===== src/include/aca_pkg.sv =====
// ============================================================
// Constants and carriers for the auxiliary and access control
package aca_pkg;
    // Transfer selector fields
    localparam logic [3:0] ACA_CRN_C1 = 4'h1;
    localparam logic [3:0] ACA_CRM_C0 = 4'h0;
    localparam logic [2:0] ACA_OP2_AUX = 3'h1;
    localparam logic [2:0] ACA_OP2_CPAC = 3'h2;
    localparam logic [2:0] ACA_OP1_ZERO = 3'h0;

    // Auxiliary bit positions
    localparam int ACA_AUX_ALIAS = 0;
    localparam int ACA_AUX_L2_CACHE_ENABLE = 1;
    localparam int ACA_AUX_RSVD = 2;
    localparam int ACA_AUX_PAR = 3;
    localparam int ACA_AUX_SPEC = 4;
    localparam int ACA_AUX_VEC = 5;
    localparam int ACA_AUX_IBE = 6;
    localparam int ACA_AUX_BSZ = 7;
    localparam int ACA_AUX_LOW_W = 8;
    // Bits that secure privileged code may write, bit 1 handled apart
    localparam logic [7:0] ACA_AUX_SEC_MASK = 8'hf9;
    localparam logic [7:0] ACA_AUX_RESET = 8'h00;
    localparam logic ACA_L2_RESET = 1'b0;

    // Coprocessor access register
    localparam int ACA_NUM_CP = 14;
    localparam int ACA_FIELD_W = 2;
    localparam logic [1:0] ACA_RIGHT_DENIED = 2'h0;
    localparam logic [1:0] ACA_RIGHT_PRIV = 2'h1;
    localparam logic [1:0] ACA_RIGHT_RSVD = 2'h2;
    localparam logic [1:0] ACA_RIGHT_FULL = 2'h3;
    localparam logic [3:0] ACA_CP_DEBUG = 4'he;
    localparam logic [3:0] ACA_CP_SYSCTL = 4'hf;

    // One system-coprocessor transfer from the pipeline
    typedef struct packed {
        logic valid;
        logic write;
        logic [2:0] opc1;
        logic [3:0] crn;
        logic [3:0] crm;
        logic [2:0] opc2;
        logic [31:0] wdata;
    } aca_xfer_t;

    // Execution context of the issuing instruction
    typedef struct packed {
        logic privileged;
        logic nonsecure;
    } aca_ctx_t;

    // Coprocessor-use check request
    typedef struct packed {
        logic valid;
        logic [3:0] cp_num;
    } aca_cp_req_t;
endpackage : aca_pkg


===== src/design/aca_field.sv =====
`timescale 1ns/1ps
`default_nettype none
// ============================================================
// One two-bit coprocessor rights field
module aca_field
    import aca_pkg::*;
(
    // Clock and reset
    input wire logic core_clk,
    input wire logic rstn,
    // Control
    input wire logic present,
    input wire logic wr_en,
    input wire logic [1:0] wr_val,
    // State
    output logic [1:0] field_r
);
    always_ff @(posedge core_clk or negedge rstn) begin
        if (!rstn) begin
            field_r <= ACA_RIGHT_DENIED;
        end else if (!present) begin
            field_r <= ACA_RIGHT_DENIED;
        end else if (wr_en) begin
            field_r <= wr_val;
        end
    end
endmodule : aca_field
`default_nettype wire


===== src/design/aca_check.sv =====
`timescale 1ns/1ps
`default_nettype none
// ============================================================
// Combinational coprocessor-use permission check
module aca_check
    import aca_pkg::*;
(
    // Request
    input wire aca_cp_req_t req,
    input wire aca_ctx_t ctx,
    // Rights state
    input wire logic [2*ACA_NUM_CP-1:0] rights,
    input wire logic [ACA_NUM_CP-1:0] ns_access,
    // Result
    output logic deny
);
    logic [1:0] code;
    always_comb begin
        code = ACA_RIGHT_DENIED;
        deny = 1'b0;
        if (req.valid && req.cp_num < ACA_CP_DEBUG) begin
            code = rights[req.cp_num*ACA_FIELD_W +: ACA_FIELD_W];
            // Nonsecure code sees a hidden coprocessor as denied
            if (ctx.nonsecure && !ns_access[req.cp_num]) begin
                code = ACA_RIGHT_DENIED;
            end
            unique case (code)
                ACA_RIGHT_DENIED: deny = 1'b1;
                ACA_RIGHT_PRIV: deny = !ctx.privileged;
                ACA_RIGHT_RSVD: deny = 1'b1;
                ACA_RIGHT_FULL: deny = 1'b0;
            endcase
        end
        // Debug and system control coprocessors are not gated here
    end
endmodule : aca_check
`default_nettype wire


===== src/design/aca_ctrl.sv =====
`timescale 1ns/1ps
`default_nettype none
// ============================================================
// Contract
// - Bit 7 set suppresses branch size mispredicts
// - Bit 6 enables branch buffer invalidate operations
// - Bit 5 caches vector data in level one
// - Bit 4 permits speculative main bus accesses
// - Bit 3 enables level one parity detection
// - Bit 1 level two enable, banked per state
// - Bit 0 set disables hardware alias checking
// - Secure writes all but reserved bit 2; nonsecure banked; user undefined
// - Selected by c1, c0, opcode2 1 or 2
// - Fourteen two-bit rights fields, top reserved
// - Denied or underprivileged coprocessor use is undefined
// - Debug and system coprocessors are unaffected
// - Shared access register, privileged only
// - Nonsecure hidden field reads zero, writes ignored
// - Absent coprocessor field stays denied
// - Presence input holds field at denied
module aca_ctrl
    import aca_pkg::*;
#(
    parameter int NUM_CP = ACA_NUM_CP
) (
    // Clock and reset
    input wire logic core_clk,
    input wire logic rstn,
    // Transfer port
    input wire aca_xfer_t xfer,
    input wire aca_ctx_t ctx,
    // Coprocessor-use check port
    input wire aca_cp_req_t cp_req,
    // Configuration inputs
    input wire logic [NUM_CP-1:0] coprocessor_present_in,
    input wire logic [NUM_CP-1:0] ns_access,
    // Transfer answer
    output logic [31:0] rdata_r,
    output logic rvalid_r,
    output logic xfer_undef_r,
    // Check answer
    output logic cp_undef_r,
    // Auxiliary controls
    output logic hw_bsz_mispredict_disable_r,
    output logic btb_invalidate_enable_r,
    output logic l1_vector_caching_r,
    output logic speculative_access_enable_r,
    output logic l1_parity_enable_r,
    output logic l2_cache_enable_r,
    output logic l1_hw_alias_disable_r
);
    // ============================================================
    // Decode
    logic sel_aux;
    logic sel_cpac;
    logic hit;
    logic user_undef;
    logic aux_wr;
    logic cpac_wr;

    assign sel_aux = xfer.opc1 == ACA_OP1_ZERO && xfer.crn == ACA_CRN_C1
                     && xfer.crm == ACA_CRM_C0 && xfer.opc2 == ACA_OP2_AUX;
    assign sel_cpac = xfer.opc1 == ACA_OP1_ZERO && xfer.crn == ACA_CRN_C1
                      && xfer.crm == ACA_CRM_C0 && xfer.opc2 == ACA_OP2_CPAC;
    assign hit = xfer.valid && (sel_aux || sel_cpac);
    assign user_undef = hit && !ctx.privileged;
    assign aux_wr = xfer.valid && sel_aux && xfer.write && ctx.privileged;
    assign cpac_wr = xfer.valid && sel_cpac && xfer.write
                     && ctx.privileged;

    // ============================================================
    // Auxiliary register, secure-only bits
    logic [ACA_AUX_LOW_W-1:0] aux_r;
    logic [ACA_AUX_LOW_W-1:0] aux_nxt;

    always_comb begin
        aux_nxt = (aux_r & ~ACA_AUX_SEC_MASK)
                  | (xfer.wdata[ACA_AUX_LOW_W-1:0] & ACA_AUX_SEC_MASK);
    end

    // Nonsecure writes reach only the banked bit; bit 2 never stores
    always_ff @(posedge core_clk or negedge rstn) begin
        if (!rstn) begin
            aux_r <= ACA_AUX_RESET;
        end else if (aux_wr && !ctx.nonsecure) begin
            aux_r <= aux_nxt;
        end
    end

    // ============================================================
    // Banked level two enable, one copy per security state
    logic l2_sec_r;
    logic l2_ns_r;

    always_ff @(posedge core_clk or negedge rstn) begin
        if (!rstn) begin
            l2_sec_r <= ACA_L2_RESET;
        end else if (aux_wr && !ctx.nonsecure) begin
            l2_sec_r <= xfer.wdata[ACA_AUX_L2_CACHE_ENABLE];
        end
    end

    always_ff @(posedge core_clk or negedge rstn) begin
        if (!rstn) begin
            l2_ns_r <= ACA_L2_RESET;
        end else if (aux_wr && ctx.nonsecure) begin
            l2_ns_r <= xfer.wdata[ACA_AUX_L2_CACHE_ENABLE];
        end
    end

    // ============================================================
    // Coprocessor rights fields
    logic [2*NUM_CP-1:0] rights;

    genvar gi;
    generate
        for (gi = 0; gi < NUM_CP; gi++) begin : g_field
            logic fld_wr;
            // Hidden field ignores nonsecure writes
            assign fld_wr = cpac_wr && !(ctx.nonsecure && !ns_access[gi]);
            aca_field u_field (
                .core_clk(core_clk),
                .rstn(rstn),
                .present(coprocessor_present_in[gi]),
                .wr_en(fld_wr),
                .wr_val(xfer.wdata[gi*ACA_FIELD_W +: ACA_FIELD_W]),
                .field_r(rights[gi*ACA_FIELD_W +: ACA_FIELD_W])
            );
        end
    endgenerate

    // Read view masks fields hidden from nonsecure code
    logic [2*NUM_CP-1:0] rights_view;
    generate
        for (gi = 0; gi < NUM_CP; gi++) begin : g_view
            assign rights_view[gi*ACA_FIELD_W +: ACA_FIELD_W] =
                (ctx.nonsecure && !ns_access[gi]) ? ACA_RIGHT_DENIED
                : rights[gi*ACA_FIELD_W +: ACA_FIELD_W];
        end
    endgenerate

    // ============================================================
    // Read data
    logic [31:0] aux_view;
    logic [31:0] rd_nxt;

    always_comb begin
        aux_view = '0;
        aux_view[ACA_AUX_LOW_W-1:0] = aux_r & ACA_AUX_SEC_MASK;
        aux_view[ACA_AUX_L2_CACHE_ENABLE] = ctx.nonsecure ? l2_ns_r : l2_sec_r;
        rd_nxt = '0;
        if (sel_aux) begin
            rd_nxt = aux_view;
        end else if (sel_cpac) begin
            rd_nxt[2*NUM_CP-1:0] = rights_view;
        end
    end

    always_ff @(posedge core_clk or negedge rstn) begin
        if (!rstn) begin
            rdata_r <= '0;
            rvalid_r <= 1'b0;
        end else begin
            rvalid_r <= hit && !xfer.write && ctx.privileged;
            if (hit && !xfer.write && ctx.privileged) begin
                rdata_r <= rd_nxt;
            end
        end
    end

    always_ff @(posedge core_clk or negedge rstn) begin
        if (!rstn) begin
            xfer_undef_r <= 1'b0;
        end else begin
            xfer_undef_r <= user_undef;
        end
    end

    // ============================================================
    // Coprocessor-use check
    logic cp_deny;

    aca_check u_check (
        .req(cp_req),
        .ctx(ctx),
        .rights(rights),
        .ns_access(ns_access),
        .deny(cp_deny)
    );

    always_ff @(posedge core_clk or negedge rstn) begin
        if (!rstn) begin
            cp_undef_r <= 1'b0;
        end else begin
            cp_undef_r <= cp_deny;
        end
    end

    // ============================================================
    // Control outputs, registered copies of the stored bits
    always_ff @(posedge core_clk or negedge rstn) begin
        if (!rstn) begin
            hw_bsz_mispredict_disable_r <= 1'b0;
            btb_invalidate_enable_r <= 1'b0;
            l1_vector_caching_r <= 1'b0;
            speculative_access_enable_r <= 1'b0;
            l1_parity_enable_r <= 1'b0;
            l1_hw_alias_disable_r <= 1'b0;
        end else begin
            hw_bsz_mispredict_disable_r <= aux_r[ACA_AUX_BSZ];
            btb_invalidate_enable_r <= aux_r[ACA_AUX_IBE];
            l1_vector_caching_r <= aux_r[ACA_AUX_VEC];
            speculative_access_enable_r <= aux_r[ACA_AUX_SPEC];
            l1_parity_enable_r <= aux_r[ACA_AUX_PAR];
            l1_hw_alias_disable_r <= aux_r[ACA_AUX_ALIAS];
        end
    end

    // Active copy follows the current security state
    always_ff @(posedge core_clk or negedge rstn) begin
        if (!rstn) begin
            l2_cache_enable_r <= 1'b0;
        end else begin
            l2_cache_enable_r <= ctx.nonsecure ? l2_ns_r : l2_sec_r;
        end
    end
endmodule : aca_ctrl
`default_nettype wire


===== config.mk =====
export PLATFORM = sky130hd
export DESIGN_NAME = aca_ctrl
export DESIGN_NICKNAME = d
export VERILOG_FILES = /design/src/include/aca_pkg.sv /design/src/design/aca_field.sv /design/src/design/aca_check.sv /design/src/design/aca_ctrl.sv
export SDC_FILE = /design/constraint.sdc
export NUM_CORES = 1
export LEC_CHECK = 0
export ABC_CLOCK_PERIOD_IN_PS = 1500
export BUFFER_PORTS_ARGS = -buffer_cell sky130_fd_sc_hd__buf_4
export CAP_MARGIN = 20
export CORE_MARGIN = 2
export CORE_UTILIZATION = 45
export DETAILED_ROUTE_END_ITERATION = 16
export GPL_TIMING_DRIVEN = 0
export PLACE_DENSITY = 0.76
export SETUP_SLACK_MARGIN = 0.15
export SYNTH_ARGS = -nofsm -noshare
export SYNTH_HDL_FRONTEND = slang
export SYNTH_SLANG_ARGS = --single-unit

===== constraint.sdc =====
create_clock -name core_clk -period 1.5 [get_ports core_clk]
set_clock_uncertainty 0.1 [all_clocks]
set_input_delay 0.3 -clock core_clk [delete_from_list [all_inputs] [get_ports core_clk]]
set_output_delay 0.3 -clock core_clk [all_outputs]
set_load 0.01 [all_outputs]

* After elaboration in Yosys (flattened, before gate mapping)
Index checks and enable logic that the tools add are counted.
W data, S select, Z words.
** Word-level totals
- Register bits after elaboration :: 76
- Bits of input ports :: 85
- Logic and storage cells :: 186
** Operators by class
- Magnitude comparators :: 2
- Equality and inequality tests :: 20
- Shift operators :: 1
- Multiplexer cells :: 51
- Bitwise gates (word level) :: 1
- Reductions and logical operators :: 83
** Operators with widths (number)
- $mux W2 :: 44
- $mux W28 :: 2
- $logic_and A1 B1 Y1 :: 46
- $logic_not A1 Y1 :: 32
- $ne A2 B1 Y1 const B :: 14
- $shiftx A28 B6 Y2 :: 1
- $or A3 B8 Y8 :: 1
- $lt A4 B5 Y1 const B :: 1
- $bmux W1 S4 :: 1
- $eq A2 B2 Y1 const B :: 2
- $eq A4 B1 Y1 const B :: 1
- $logic_not A4 Y1 :: 1
- $lt A4 B4 Y1 const B :: 1
- $eq A3 B1 Y1 const B :: 1
- $eq A3 B2 Y1 const B :: 1
- $logic_not A3 Y1 :: 1
- $mux W1 :: 3
- $pmux W1 S3 :: 1
- $eq A2 B1 Y1 const B :: 1
- $logic_not A2 Y1 :: 1
- $reduce_or A2 Y1 :: 1
- $logic_or A1 B1 Y1 :: 1

* Depth between registers and ports, before layout
Gate-level depths: netlist of run 1.
- Depth after elaboration :: 10
- Gate-level depth with buffers :: 7

* Modules after synthesis
Synthesis of run 1 repeated with hierarchy kept, for this count alone.
** Second synthesis, totals
- Cells, all modules :: 333
- Area, all modules :: 3743.6 µm²
** By module, submodules not included
- aca_ctrl :: instances 1, cells an instance 206, area each 2175.8 µm², seq. area each 1151.1 µm²
- aca_field :: instances 14, cells an instance 6, area each 82.6 µm², seq. area each 50.0 µm²
- aca_check :: instances 1, cells an instance 43, area each 411.6 µm², seq. area each 0.0 µm²

* Worst setup path after synthesis of run 1
Ideal clock, no wire load.
- Path type :: input port to flip-flop
- Start point :: input xfer[36] (netlist name)
- End point :: register g_field[3].u_field.field_r[0]
- Library setup time :: 0.120 ns
- Arrival :: 1.576 ns
- Setup slack :: -0.296 ns
- Stages :: 6
- Cell sequence :: nor4_4 nand4b_4 buf_6 nor3_2 mux2i_1 nor2b_1
** Between the ends
- Word-level cells in the longest chain between the ends :: 8
** RTL lines
- start, declared :: RTL line aca_ctrl.sv:30 : input wire aca_xfer_t xfer,
- $logic_not A4 Y1 :: RTL line aca_ctrl.sv:64 : && xfer.crm == ACA_CRM_C0 && xfer.opc2 == ACA_OP2_CPAC;
- $logic_and A1 B1 Y1 (2 in a row) :: RTL line aca_ctrl.sv:64
- $logic_and A1 B1 Y1 (2 in a row) :: RTL line aca_ctrl.sv:68 : assign cpac_wr = xfer.valid && sel_cpac && xfer.write
- $logic_and A1 B1 Y1 :: RTL line aca_ctrl.sv:69 : && ctx.privileged;
- $logic_and A1 B1 Y1 :: RTL line aca_ctrl.sv:120 : assign fld_wr = cpac_wr && !(ctx.nonsecure && !ns_access[gi]);
- $ne A2 B1 Y1 (no source line)
- end signal, assigned :: RTL line aca_field.sv:24 : field_r <= wr_val;
- end, declared :: RTL line aca_field.sv:16 : output logic [1:0] field_r
Every way passes these cells.
A chain may end at the register's enable or synchronous reset.

* Worst setup path after layout of run 1
- Start point :: input xfer[33] (netlist name)
- End point :: register rdata_r[8]
** Between the ends
- Word-level cells in the longest chain between the ends :: 6
** RTL lines
- $eq A3 B1 Y1 or $eq A3 B2 Y1 (tied branches) :: RTL line aca_ctrl.sv:62, aca_ctrl.sv:64
- $logic_and A1 B1 Y1, on equally long branches :: RTL line aca_ctrl.sv:62, aca_ctrl.sv:64
- $logic_or A1 B1 Y1 :: RTL line aca_ctrl.sv:65 : assign hit = xfer.valid && (sel_aux || sel_cpac);
- $logic_and A1 B1 Y1 :: RTL line aca_ctrl.sv:65
- $logic_and A1 B1 Y1 (2 in a row) :: RTL line aca_ctrl.sv:165 : if (hit && !xfer.write && ctx.privileged) begin
- end signal, assigned :: RTL line aca_ctrl.sv:166 : rdata_r <= rd_nxt;
- end, declared :: RTL line aca_ctrl.sv:38 : output logic [31:0] rdata_r,
Parallel ways exist; a longest one is shown, timed or not.

==> impl_metrics.csv, run 1 <==
group,metric,value,unit
placement,dpl.hpwl,7340,um
setup_path,r2r_cells,4,
synthesis,yosys.cell_count.top_type,"dfrtp_1",
clock_network,cts_root_buffer,"clkbuf_8",
setup_path,cp_data_required_time,1.65,ns
sta,setup_viol,61,
synthesis,syn_area,3710,sq um
placement,gp_congestion,0.816,
grt,antenna_found_initial,0,
cells_and_area,top_regs,"g_field.u_field.field_r x28, rdata_r x28, aux_r x6",
floorplan,die_h,94.8,um
hold_path,min_path_type,"input pin to asynchronous set/reset pin",
detailed_routing,wirelength,10900,um
sta,slew_headroom,0.395,
power_and_ir_drop,p_per_area,695,nW/um^2
detailed_routing,ant_nets,0,
detailed_routing,dr.pass1.iters,5,
sta,slew_viol_final,0,
detailed_routing,num_vias,3345,
clock_network,clk_pin_slew,0.08,ns
grt,grt_pass1_wl,16600,um
sta,period_needed,1.67,ns
sta,finalHoldWorstSlack,-0.0522,ns
detailed_routing,via_per_inst,5.39,
synthesis,yosysTopAreaCell,"dfrtp_1",
status,failed_checks,"hold timing, setup timing",
cells_and_area,antennaDiodeCount,0,
floorplan,start_util,0.458,
setup_path,crit_slowest_cell,"or2_2",
setup_path,crit_top_cell,"nand2_1",
synthesis,synth.avg_cell_area,10.6,sq um
cells_and_area,utilization,0.694,
setup_path,path_cells,"buf_4 > nand2b_2 > a211o_1 > or2_2 > clkbuf_4 > nand2_1 > nand2_1",
synthesis,yosysSeqAreaShare,0.499,
synthesis,ys_types,36,
job,maxCapViolations,0,
clock_network,clk_latency,0.36,ns
cells_and_area,nFillCells,591,
grt,grt_max_degree,75,
synthesis,ys.warnings.count,0,
setup_path,critPathCaptureType,"flip-flop",
sta,fmax,599,MHz
synthesis,ys_async_sr_fraction,1.00,
setup_path,cp-start-kind,"input pin",
placement,numPortBuffers,117,
floorplan,core,8090,sq um
power_and_ir_drop,leakagePower,2.68,nW
grt,grt-ovfl-total,0,
setup_path,critPathKind,"input pin to flip-flop",
synthesis,synth_top_area_frac,0.499,
cells_and_area,stdcell_area,5610,sq um
synthesis,postSynthCellCount,349,
status,status,"finished with violations",
synthesis,ys.flop_type,"dfrtp_1",
floorplan,io_pins,127,
setup_path,max_stage_delay,0.39,ns
power_and_ir_drop,ir_drop,367,uV
clock_network,cts_made_buffers,9,
placement,post_dp_cell_area,4900,sq um
sta,finalCritPeriodShare,1.11,
setup_path,arrival,1.82,ns
sta,rsz0062_at_grt,"true",
sta,hold_viol_final,44,
clock_network,clock_sink_count,74,
sta,final.setup.worst_slack,-0.170,ns
cells_and_area,syn_to_final_growth,51.4,%
grt,grt_pass1_vias,3401,
detailed_routing,drcViolationCount,0,
setup_path,crit_fanout,10,
sta,worst_slew_pin_slew,0.907,ns
floorplan,rows,33,
cells_and_area,finalNetCount,596,
synthesis,synth_common_cells,"74 x dfrtp_1, 44 x nand2_1, 41 x mux2i_1, 40 x nor2_1, 32 x nor2b_1",
synthesis,synth_edf_count,0,
synthesis,synth_seq_cells,74,
detailed_routing,post_drt_wl_per_cell,17.5,um
floorplan,dieArea,8980,sq um
clock_network,cts_max_level,3,
synthesis,yosys-top-cells-area,"dfrtp_1 50%, mux2i_1 11%, nor2b_1 5.4%, nand2_1 4.5%, nor2_1 4.0%",
clock_network,cts_tree,"done",
floorplan,fp.dieW,94.8,um
grt,track_usage,0.248,
cells_and_area,drive_above_1_share,0.463,
clock_network,cts_buffer_depth,2,
power_and_ir_drop,p_total,0.00390,W
detailed_routing,drt_iter0_markers,259,
==> final cells by class <==
class / count / area (sq um) / area share
Multi-Input combinational cell: 259 / 2050 / 0.365
Sequential cell: 74 / 1850 / 0.330
Timing Repair Buffer: 148 / 1200 / 0.213
Buffer: 17 / 194 / 0.0345
Tap cell: 105 / 131 / 0.0234
Clock buffer: 9 / 124 / 0.0221
Clock inverter: 7 / 58.8 / 0.0105
Inverter: 2 / 7.51 / 0.00134
==> routing by layer <==
| layer | global-route usage | routed length (um) | vias to the layer above |
|---|---|---|---|
| met5 | 0 | 0 | - |
| met4 | 0.111 | 226 | 0 |
| met3 | 0.0495 | 722 | 16 |
| met2 | 0.409 | 5440 | 140 |
| met1 | 0.315 | 4470 | 1642 |
| li1 | - | - | 1547 |
==> what timing repair did <==
action / CTS / global route
buffers inserted: 23 / 6
gates resized for setup: 45 / 15
endpoints found under the hold margin: 15 / 0
cloned: 2 / 0
pin swaps: 13 / 5
endpoints found under the setup margin: 66 / 68
==> metrics by stage <==
step / TNS (ns) / cells / setup WS, ns
floorplan: -13.22 / 352 / -0.270
global placement: -37.13 / 574 / -0.657
detailed placement: -38.19 / 574 / -0.668
CTS: -3.77 / 615 / -0.116
global route: -9.34 / 621 / -0.216
finish: -6.59 / 621 / -0.170
==> critical path, delay by kind of cell <==
family	cells	cell delay, ns
simple gates	4	0.80
compound gates	1	0.38
buf+inv	2	0.34
==> logic make-up after synthesis <==
logic type             count (synthesis)  share of synthesized area
AOI/OAI and AO/OA                     33                     0.0611
muxes                                 53                      0.156
buffers and inverters                 19                     0.0277
and+or+nand+nor                      169                      0.255
DFF                                   74                      0.499
other                                  1                    0.00101
==> placed cells by master (no fill, tap or decap), types with 4 or more instances in the layout <==
cell	Yosys	routed
nor3_4	1	13
a211oi_1	5	5
dfrtp_1	74	74
nor2_2	0	5
inv_6	0	4
buf_4	5	138
nor2_4	0	12
buf_6	1	11
mux2_4	0	8
conb_1	1	4
nor4_4	3	4
a22oi_1	8	8
clkbuf_8	0	9
nand3_1	25	22
buf_12	0	5
nand2_1	44	44
nor2b_1	32	32
nor2_1	40	23
a21oi_1	8	6
mux2i_1	41	41
==> power by group <==
part / switching [W] / leakage, nW / internal (W)
clock: 0.000832 / 0.0872 / 0.000625
sequential: 0.00000181 / 1.03 / 0.00200
combinational: 0.000223 / 1.56 / 0.000223
==> final timing paths <==
| check | start | endpoint | slack [ns] |
|---|---|---|---|
| worst min-delay path | rstn | l2_ns_r | -0.05 |
| worst max-delay path | xfer[33] | rdata_r[8] | -0.17 |
| worst min register to register | aux_r[0] | l1_hw_alias_disable_r | 0.32 |
| worst max register to register | g_field[13].u_field.field_r[1] | cp_undef_r | 0.01 |
| min in group core_clk | coprocessor_present_in[3] | g_field[3].u_field.field_r[0] | 0.05 |
| max in group asynchronous | rstn | rdata_r[3] | 0.74 |
Note: power is estimated with default switching activity, not from simulation.
==> inputs of run 2 (changes only) <==
--- a/config.mk
+++ b/config.mk
@@ -8,7 +8,6 @@
 export ABC_CLOCK_PERIOD_IN_PS = 1500
 export BUFFER_PORTS_ARGS = -buffer_cell sky130_fd_sc_hd__buf_4
 export CAP_MARGIN = 20
-export CORE_MARGIN = 2
 export CORE_UTILIZATION = 45
 export DETAILED_ROUTE_END_ITERATION = 16
 export GPL_TIMING_DRIVEN = 0
==> impl_metrics.csv, run 2 (synthesized netlist as in run 1, its figures left out) <==
group,metric,value,unit
status,status,"finished with violations",
status,failed_checks,"hold timing, setup timing",
sta,slew_viol_final,0,
sta,worst_slew_pin_slew,0.933,ns
floorplan,fp.dieW,92.8,um
detailed_routing,post_drt_wl_per_cell,18.3,um
sta,setup_tns,-4.83,ns
cells_and_area,syn_to_final_growth,52.2,%
grt,track_usage,0.263,
power_and_ir_drop,power.internal,0.00300,W
clock_network,clock_sink_count,74,
setup_path,cp_data_required_time,1.66,ns
cells_and_area,final_common_cell,"buf_4",
grt,grt-ovfl-total,0,
sta,hold_viol_final,39,
cells_and_area,top_regs,"g_field.u_field.field_r x28, rdata_r x28, aux_r x6",
cells_and_area,final_cell_mix,"139 x buf_4, 74 x dfrtp_1, 44 x nand2_1, 41 x mux2i_1, 32 x nor2b_1",
clock_network,cts_root_buffer,"clkbuf_8",
cells_and_area,stdcell_area,5640,sq um
clock_network,cts_tree,"done",
power_and_ir_drop,p_per_area,722,nW/um^2
setup_path,cp-start-kind,"input pin",
floorplan,die_h,92.8,um
grt,grt_max_degree,75,
detailed_routing,wirelength,11300,um
hold_path,min_path_type,"input pin to asynchronous set/reset pin",
grt,grt_pass1_vias,3442,
setup_path,critPathCaptureType,"flip-flop",
cells_and_area,drive_above_1_share,0.471,
grt,antenna_found_initial,0,
placement,post_dp_cell_area,4890,sq um
grt,grt_pass1_wl,17000,um
floorplan,core,7850,sq um
power_and_ir_drop,pwr-share-clk,0.397,
sta,slew_headroom,0.378,
clock_network,cts_made_buffers,9,
detailed_routing,drcViolationCount,0,
clock_network,clk_pin_slew,0.09,ns
power_and_ir_drop,ir_drop,764,uV
detailed_routing,drt_iter0_markers,157,
detailed_routing,via_per_inst,5.45,
power_and_ir_drop,switchingPower,0.00107,W
power_and_ir_drop,p_total,0.00407,W
sta,rsz0062_at_grt,"true",
placement,gp_congestion,0.807,
job,maxCapViolations,0,
floorplan,start_util,0.473,
detailed_routing,num_vias,3360,
setup_path,crit_fanout,6,
detailed_routing,ant_nets,0,
power_and_ir_drop,leakagePower,2.69,nW
clock_network,cts_buffer_depth,2,
cells_and_area,antennaDiodeCount,0,
clock_network,clk_latency,0.37,ns
floorplan,rows,32,
cells_and_area,finalNetCount,594,
sta,finalCritPeriodShare,1.11,
detailed_routing,dr.pass1.iters,5,
floorplan,io_pins,127,
placement,dpl.hpwl,7380,um
sta,setup_viol,62,
setup_path,critPathKind,"input pin to flip-flop",
power_and_ir_drop,p_comb_frac,0.113,
cells_and_area,utilization,0.719,
placement,numPortBuffers,117,
sta,period_needed,1.67,ns
setup_path,arrival,1.83,ns
sta,fmax,598,MHz
sta,finalHoldWorstSlack,-0.0413,ns
clock_network,cts_max_level,3,
sta,final.setup.worst_slack,-0.172,ns
power_and_ir_drop,power_frac_seq,0.490,
cells_and_area,nFillCells,562,
power_and_ir_drop,switching_share,0.263,
floorplan,dieArea,8610,sq um
clock_network,hold_buffers,0,
## run 2: path summary, 6_finish.rpt
path                            cells after the start                       endpoint  slack (ns)                     startpoint
worst max register to register                      5                     cp_undef_r       -0.04  g_field[5].u_field.field_r[0]
max in group asynchronous                           1  g_field[7].u_field.field_r[1]        0.72                           rstn
worst min register to register                      0             l1_parity_enable_r        0.33                       aux_r[3]
min in group core_clk                               2  g_field[3].u_field.field_r[0]        0.05      coprocessor_present_in[3]
worst min-delay path                                1                     rdata_r[2]       -0.04                           rstn
worst max-delay path                                7  g_field[1].u_field.field_r[1]       -0.17                       xfer[37]
## run 2: power by group through the flow
stage | registers (W) | logic [W] | clock network [W]
after floorplan | 0.00204 | 0.000147 | 0
after global placement | 0.00204 | 0.000407 | 0
after CTS | 0.00200 | 0.000436 | 0.00161
after detailed placement | 0.00204 | 0.000412 | 0
after global routing | 0.00200 | 0.000488 | 0.00172
final | 0.00200 | 0.000459 | 0.00162
## run 2: layer usage
layer,vias up,global-route usage,wire (um),share of wire
met5,-,0,0,0
met4,0,0.109,282,0.025
met3,27,0.0484,693,0.061
met2,149,0.439,5750,0.51
met1,1644,0.335,4560,0.40
li1,1540,-,-,-
## run 2: stage by stage
stage	hold WS (ns)	cells	setup WS, ns
floorplan	-0.0956	352	-0.270
global placement	0.291	571	-0.650
detailed placement	0.299	571	-0.686
CTS	0.00444	608	-0.107
global route	0.0505	616	-0.262
finish	-0.0413	616	-0.172
## run 2: final cells by class
| cell class | instances | area, sq um | area share |
|---|---|---|---|
| plain buffers | 17 | 203 | 0.0359 |
| clock buffers | 9 | 124 | 0.0220 |
| clock inverters | 7 | 76.3 | 0.0135 |
| inverters | 2 | 11.3 | 0.00200 |
| multi-input cells | 259 | 2070 | 0.366 |
| flip-flops and latches | 74 | 1850 | 0.328 |
| well taps | 102 | 128 | 0.0226 |
| repair buffers | 146 | 1180 | 0.210 |
## run 2: critical path, cell delays in order
cell,delay [ns]
buf_4,0.12
nor4_4,0.38
nand4b_4,0.26
buf_6,0.20
nor3b_4,0.23
mux2i_1,0.26
nor2b_1,0.08
## run 2: repair_timing
| action | CTS | global route |
|---|---|---|
| setup buffers | 20 | 8 |
| pin swaps | 14 | 7 |
| gates resized for setup | 42 | 25 |
| cloned | 1 | 0 |
| setup endpoints to repair | 66 | 66 |
==> inputs of run 3 (changes only) <==
--- a/config.mk
+++ b/config.mk
@@ -11,7 +11,7 @@
 export CORE_UTILIZATION = 45
 export DETAILED_ROUTE_END_ITERATION = 16
 export GPL_TIMING_DRIVEN = 0
-export PLACE_DENSITY = 0.76
+export PLACE_DENSITY = 0.88
 export SETUP_SLACK_MARGIN = 0.15
 export SYNTH_ARGS = -nofsm -noshare
 export SYNTH_HDL_FRONTEND = slang
==> impl_metrics.csv, run 3 (synthesized netlist as in run 1, its figures left out) <==
group,metric,value,unit
status,status,"finished with violations",
status,failed_checks,"hold timing, setup timing",
sta,slew_headroom,0.391,
cells_and_area,final_cell_mix,"138 x buf_4, 74 x dfrtp_1, 44 x nand2_1, 41 x mux2i_1, 32 x nor2b_1",
grt,met2_usage,0.468,
placement,gp_congestion,0.827,
detailed_routing,ant_nets,0,
grt,antenna_found_initial,0,
floorplan,dieArea,8610,sq um
sta,rsz0062_at_grt,"true",
hold_path,min_path_type,"input pin to asynchronous set/reset pin",
sta,setup_viol,40,
grt,global_route.usage.met1,0.351,
setup_path,cp_data_required_time,1.65,ns
floorplan,fp.dieW,92.8,um
floorplan,core,7850,sq um
setup_path,crit_family,"simple AND/OR/NAND/NOR gates",
grt,grt-ovfl-total,0,
detailed_routing,post_drt_wl_per_cell,19.3,um
detailed_routing,dr.pass1.iters,4,
sta,worst_slew_pin_slew,0.913,ns
clock_network,clock_sink_count,74,
grt,use_met3,0.0599,
setup_path,critPathCaptureType,"flip-flop",
cells_and_area,finalNetCount,598,
sta,finalCritPeriodShare,1.09,
clock_network,cts_max_level,3,
setup_path,path_cells,"buf_6 > nor4b_4 > buf_4 > nand4b_4 > buf_6 > nor3b_4 > mux2i_1 > nor2b_1",
placement,numPortBuffers,117,
detailed_routing,num_vias,3408,
sta,fmax,610,MHz
cells_and_area,syn_to_final_growth,56.2,%
cells_and_area,antennaDiodeCount,0,
cells_and_area,final_common_cell,"buf_4",
setup_path,cp-start-kind,"input pin",
clock_network,cts_made_buffers,9,
clock_network,cts_buffer_depth,2,
sta,period_needed,1.64,ns
detailed_routing,via_per_inst,5.50,
sta,setup_tns,-1.74,ns
clock_network,hold_buffers,0,
grt,grt_pass1_vias,3549,
floorplan,rows,32,
power_and_ir_drop,p_per_area,735,nW/um^2
setup_path,crit_fanout,4,
detailed_routing,drt_iter0_markers,162,
clock_network,clk_latency,0.36,ns
grt,busiest_layer,"met2",
sta,slew_viol_final,0,
floorplan,start_util,0.473,
floorplan,die_h,92.8,um
setup_path,arrival,1.79,ns
power_and_ir_drop,ir_drop,412,uV
cells_and_area,drive_above_1_share,0.483,
detailed_routing,wirelength,11900,um
cells_and_area,top_regs,"g_field.u_field.field_r x28, rdata_r x28, aux_r x6",
grt,grt_pass1_wl,18100,um
sta,final.setup.worst_slack,-0.140,ns
clock_network,clk_pin_slew,0.08,ns
setup_path,crit_buf_inv,3,
placement,dpl.hpwl,7400,um
clock_network,cts_tree,"done",
sta,hold_viol_final,49,
detailed_routing,drcViolationCount,0,
floorplan,io_pins,127,
grt,track_usage,0.281,
sta,finalHoldWorstSlack,-0.0449,ns
setup_path,crit_slowest_cell,"nor4b_4",
setup_path,max_stage_delay,0.27,ns
job,maxCapViolations,0,
power_and_ir_drop,leakagePower,2.75,nW
grt,grt_max_degree,75,
setup_path,crit_top_cell,"buf_6",
setup_path,critPathKind,"input pin to flip-flop",
clock_network,cts_root_buffer,"clkbuf_8",
cells_and_area,nFillCells,511,
==> run 3: power breakdown <==
part	leakage, nW	total [W]	internal, W	switching, W
registers	1.03	0.00200	0.00200	0.00000194
clock network	0.112	0.00179	0.000984	0.000804
logic	1.60	0.000471	0.000232	0.000238
==> run 3: worst register-to-register path: cells and delay by family (launching register included) <==
family / cells / cell delay [ns]
DFF: 1 / 0.42
muxes: 1 / 0.27
AOI/OAI and AO/OA: 4 / 0.73
==> run 3: what timing repair did <==
item / 4_1_cts / 5_1_grt
buffers inserted: 24 / 7
endpoints found under the hold margin: 0 / 0
pin swaps: 14 / 10
gates cloned: 0 / 2
setup endpoints to repair: 66 / 67
gates resized for setup: 66 / 20
==> run 3: worst paths after layout <==
kind,start,cells past startpoint,slack [ns],endpoint
setup reg to reg,g_field[13].u_field.field_r[0],5,-0.06,cp_undef_r
hold / removal,rstn,1,-0.04,rvalid_r
hold reg to reg,aux_r[6],0,0.32,btb_invalidate_enable_r
min in group core_clk,coprocessor_present_in[2],2,0.06,g_field[2].u_field.field_r[1]
max in group asynchronous,rstn,1,0.74,g_field[7].u_field.field_r[1]
setup / recovery,xfer[45],8,-0.14,g_field[1].u_field.field_r[1]
==> run 3: metrics by stage <==
| step | util | instance area [sq um] | setup WS, ns | instances | total power, W |
|---|---|---|---|---|---|
| floorplan | - | 3890 | -0.270 | 352 | 0.00219 |
| global placement | 0.623 | 4890 | -0.632 | 571 | 0.00244 |
| detailed placement | 0.623 | 4890 | -0.732 | 571 | 0.00245 |
| CTS | 0.713 | 5600 | -0.0890 | 611 | 0.00422 |
| global route | 0.738 | 5790 | -0.232 | 620 | 0.00439 |
| finish | 0.738 | 5790 | -0.140 | 620 | 0.00426 |
==> run 3: final cells by class <==
| type | instances | area [sq um] | area share |
|---|---|---|---|
| repair buffers | 150 | 1230 | 0.212 |
| flip-flops and latches | 74 | 1850 | 0.320 |
| clock buffers | 10 | 138 | 0.0238 |
| well taps | 102 | 128 | 0.0220 |
| plain buffers | 17 | 218 | 0.0376 |
| inverters | 2 | 7.51 | 0.00130 |
| multi-input cells | 259 | 2130 | 0.368 |
| clock inverters | 6 | 90.1 | 0.0156 |
==> run 3: per-layer routing <==
layer  routed length [um]  vias to the layer above
met2                 6100                      171
met4                  374                        0
met1                 4620                     1665
met5                    0                        -
met3                  841                       32
li1                     -                     1540
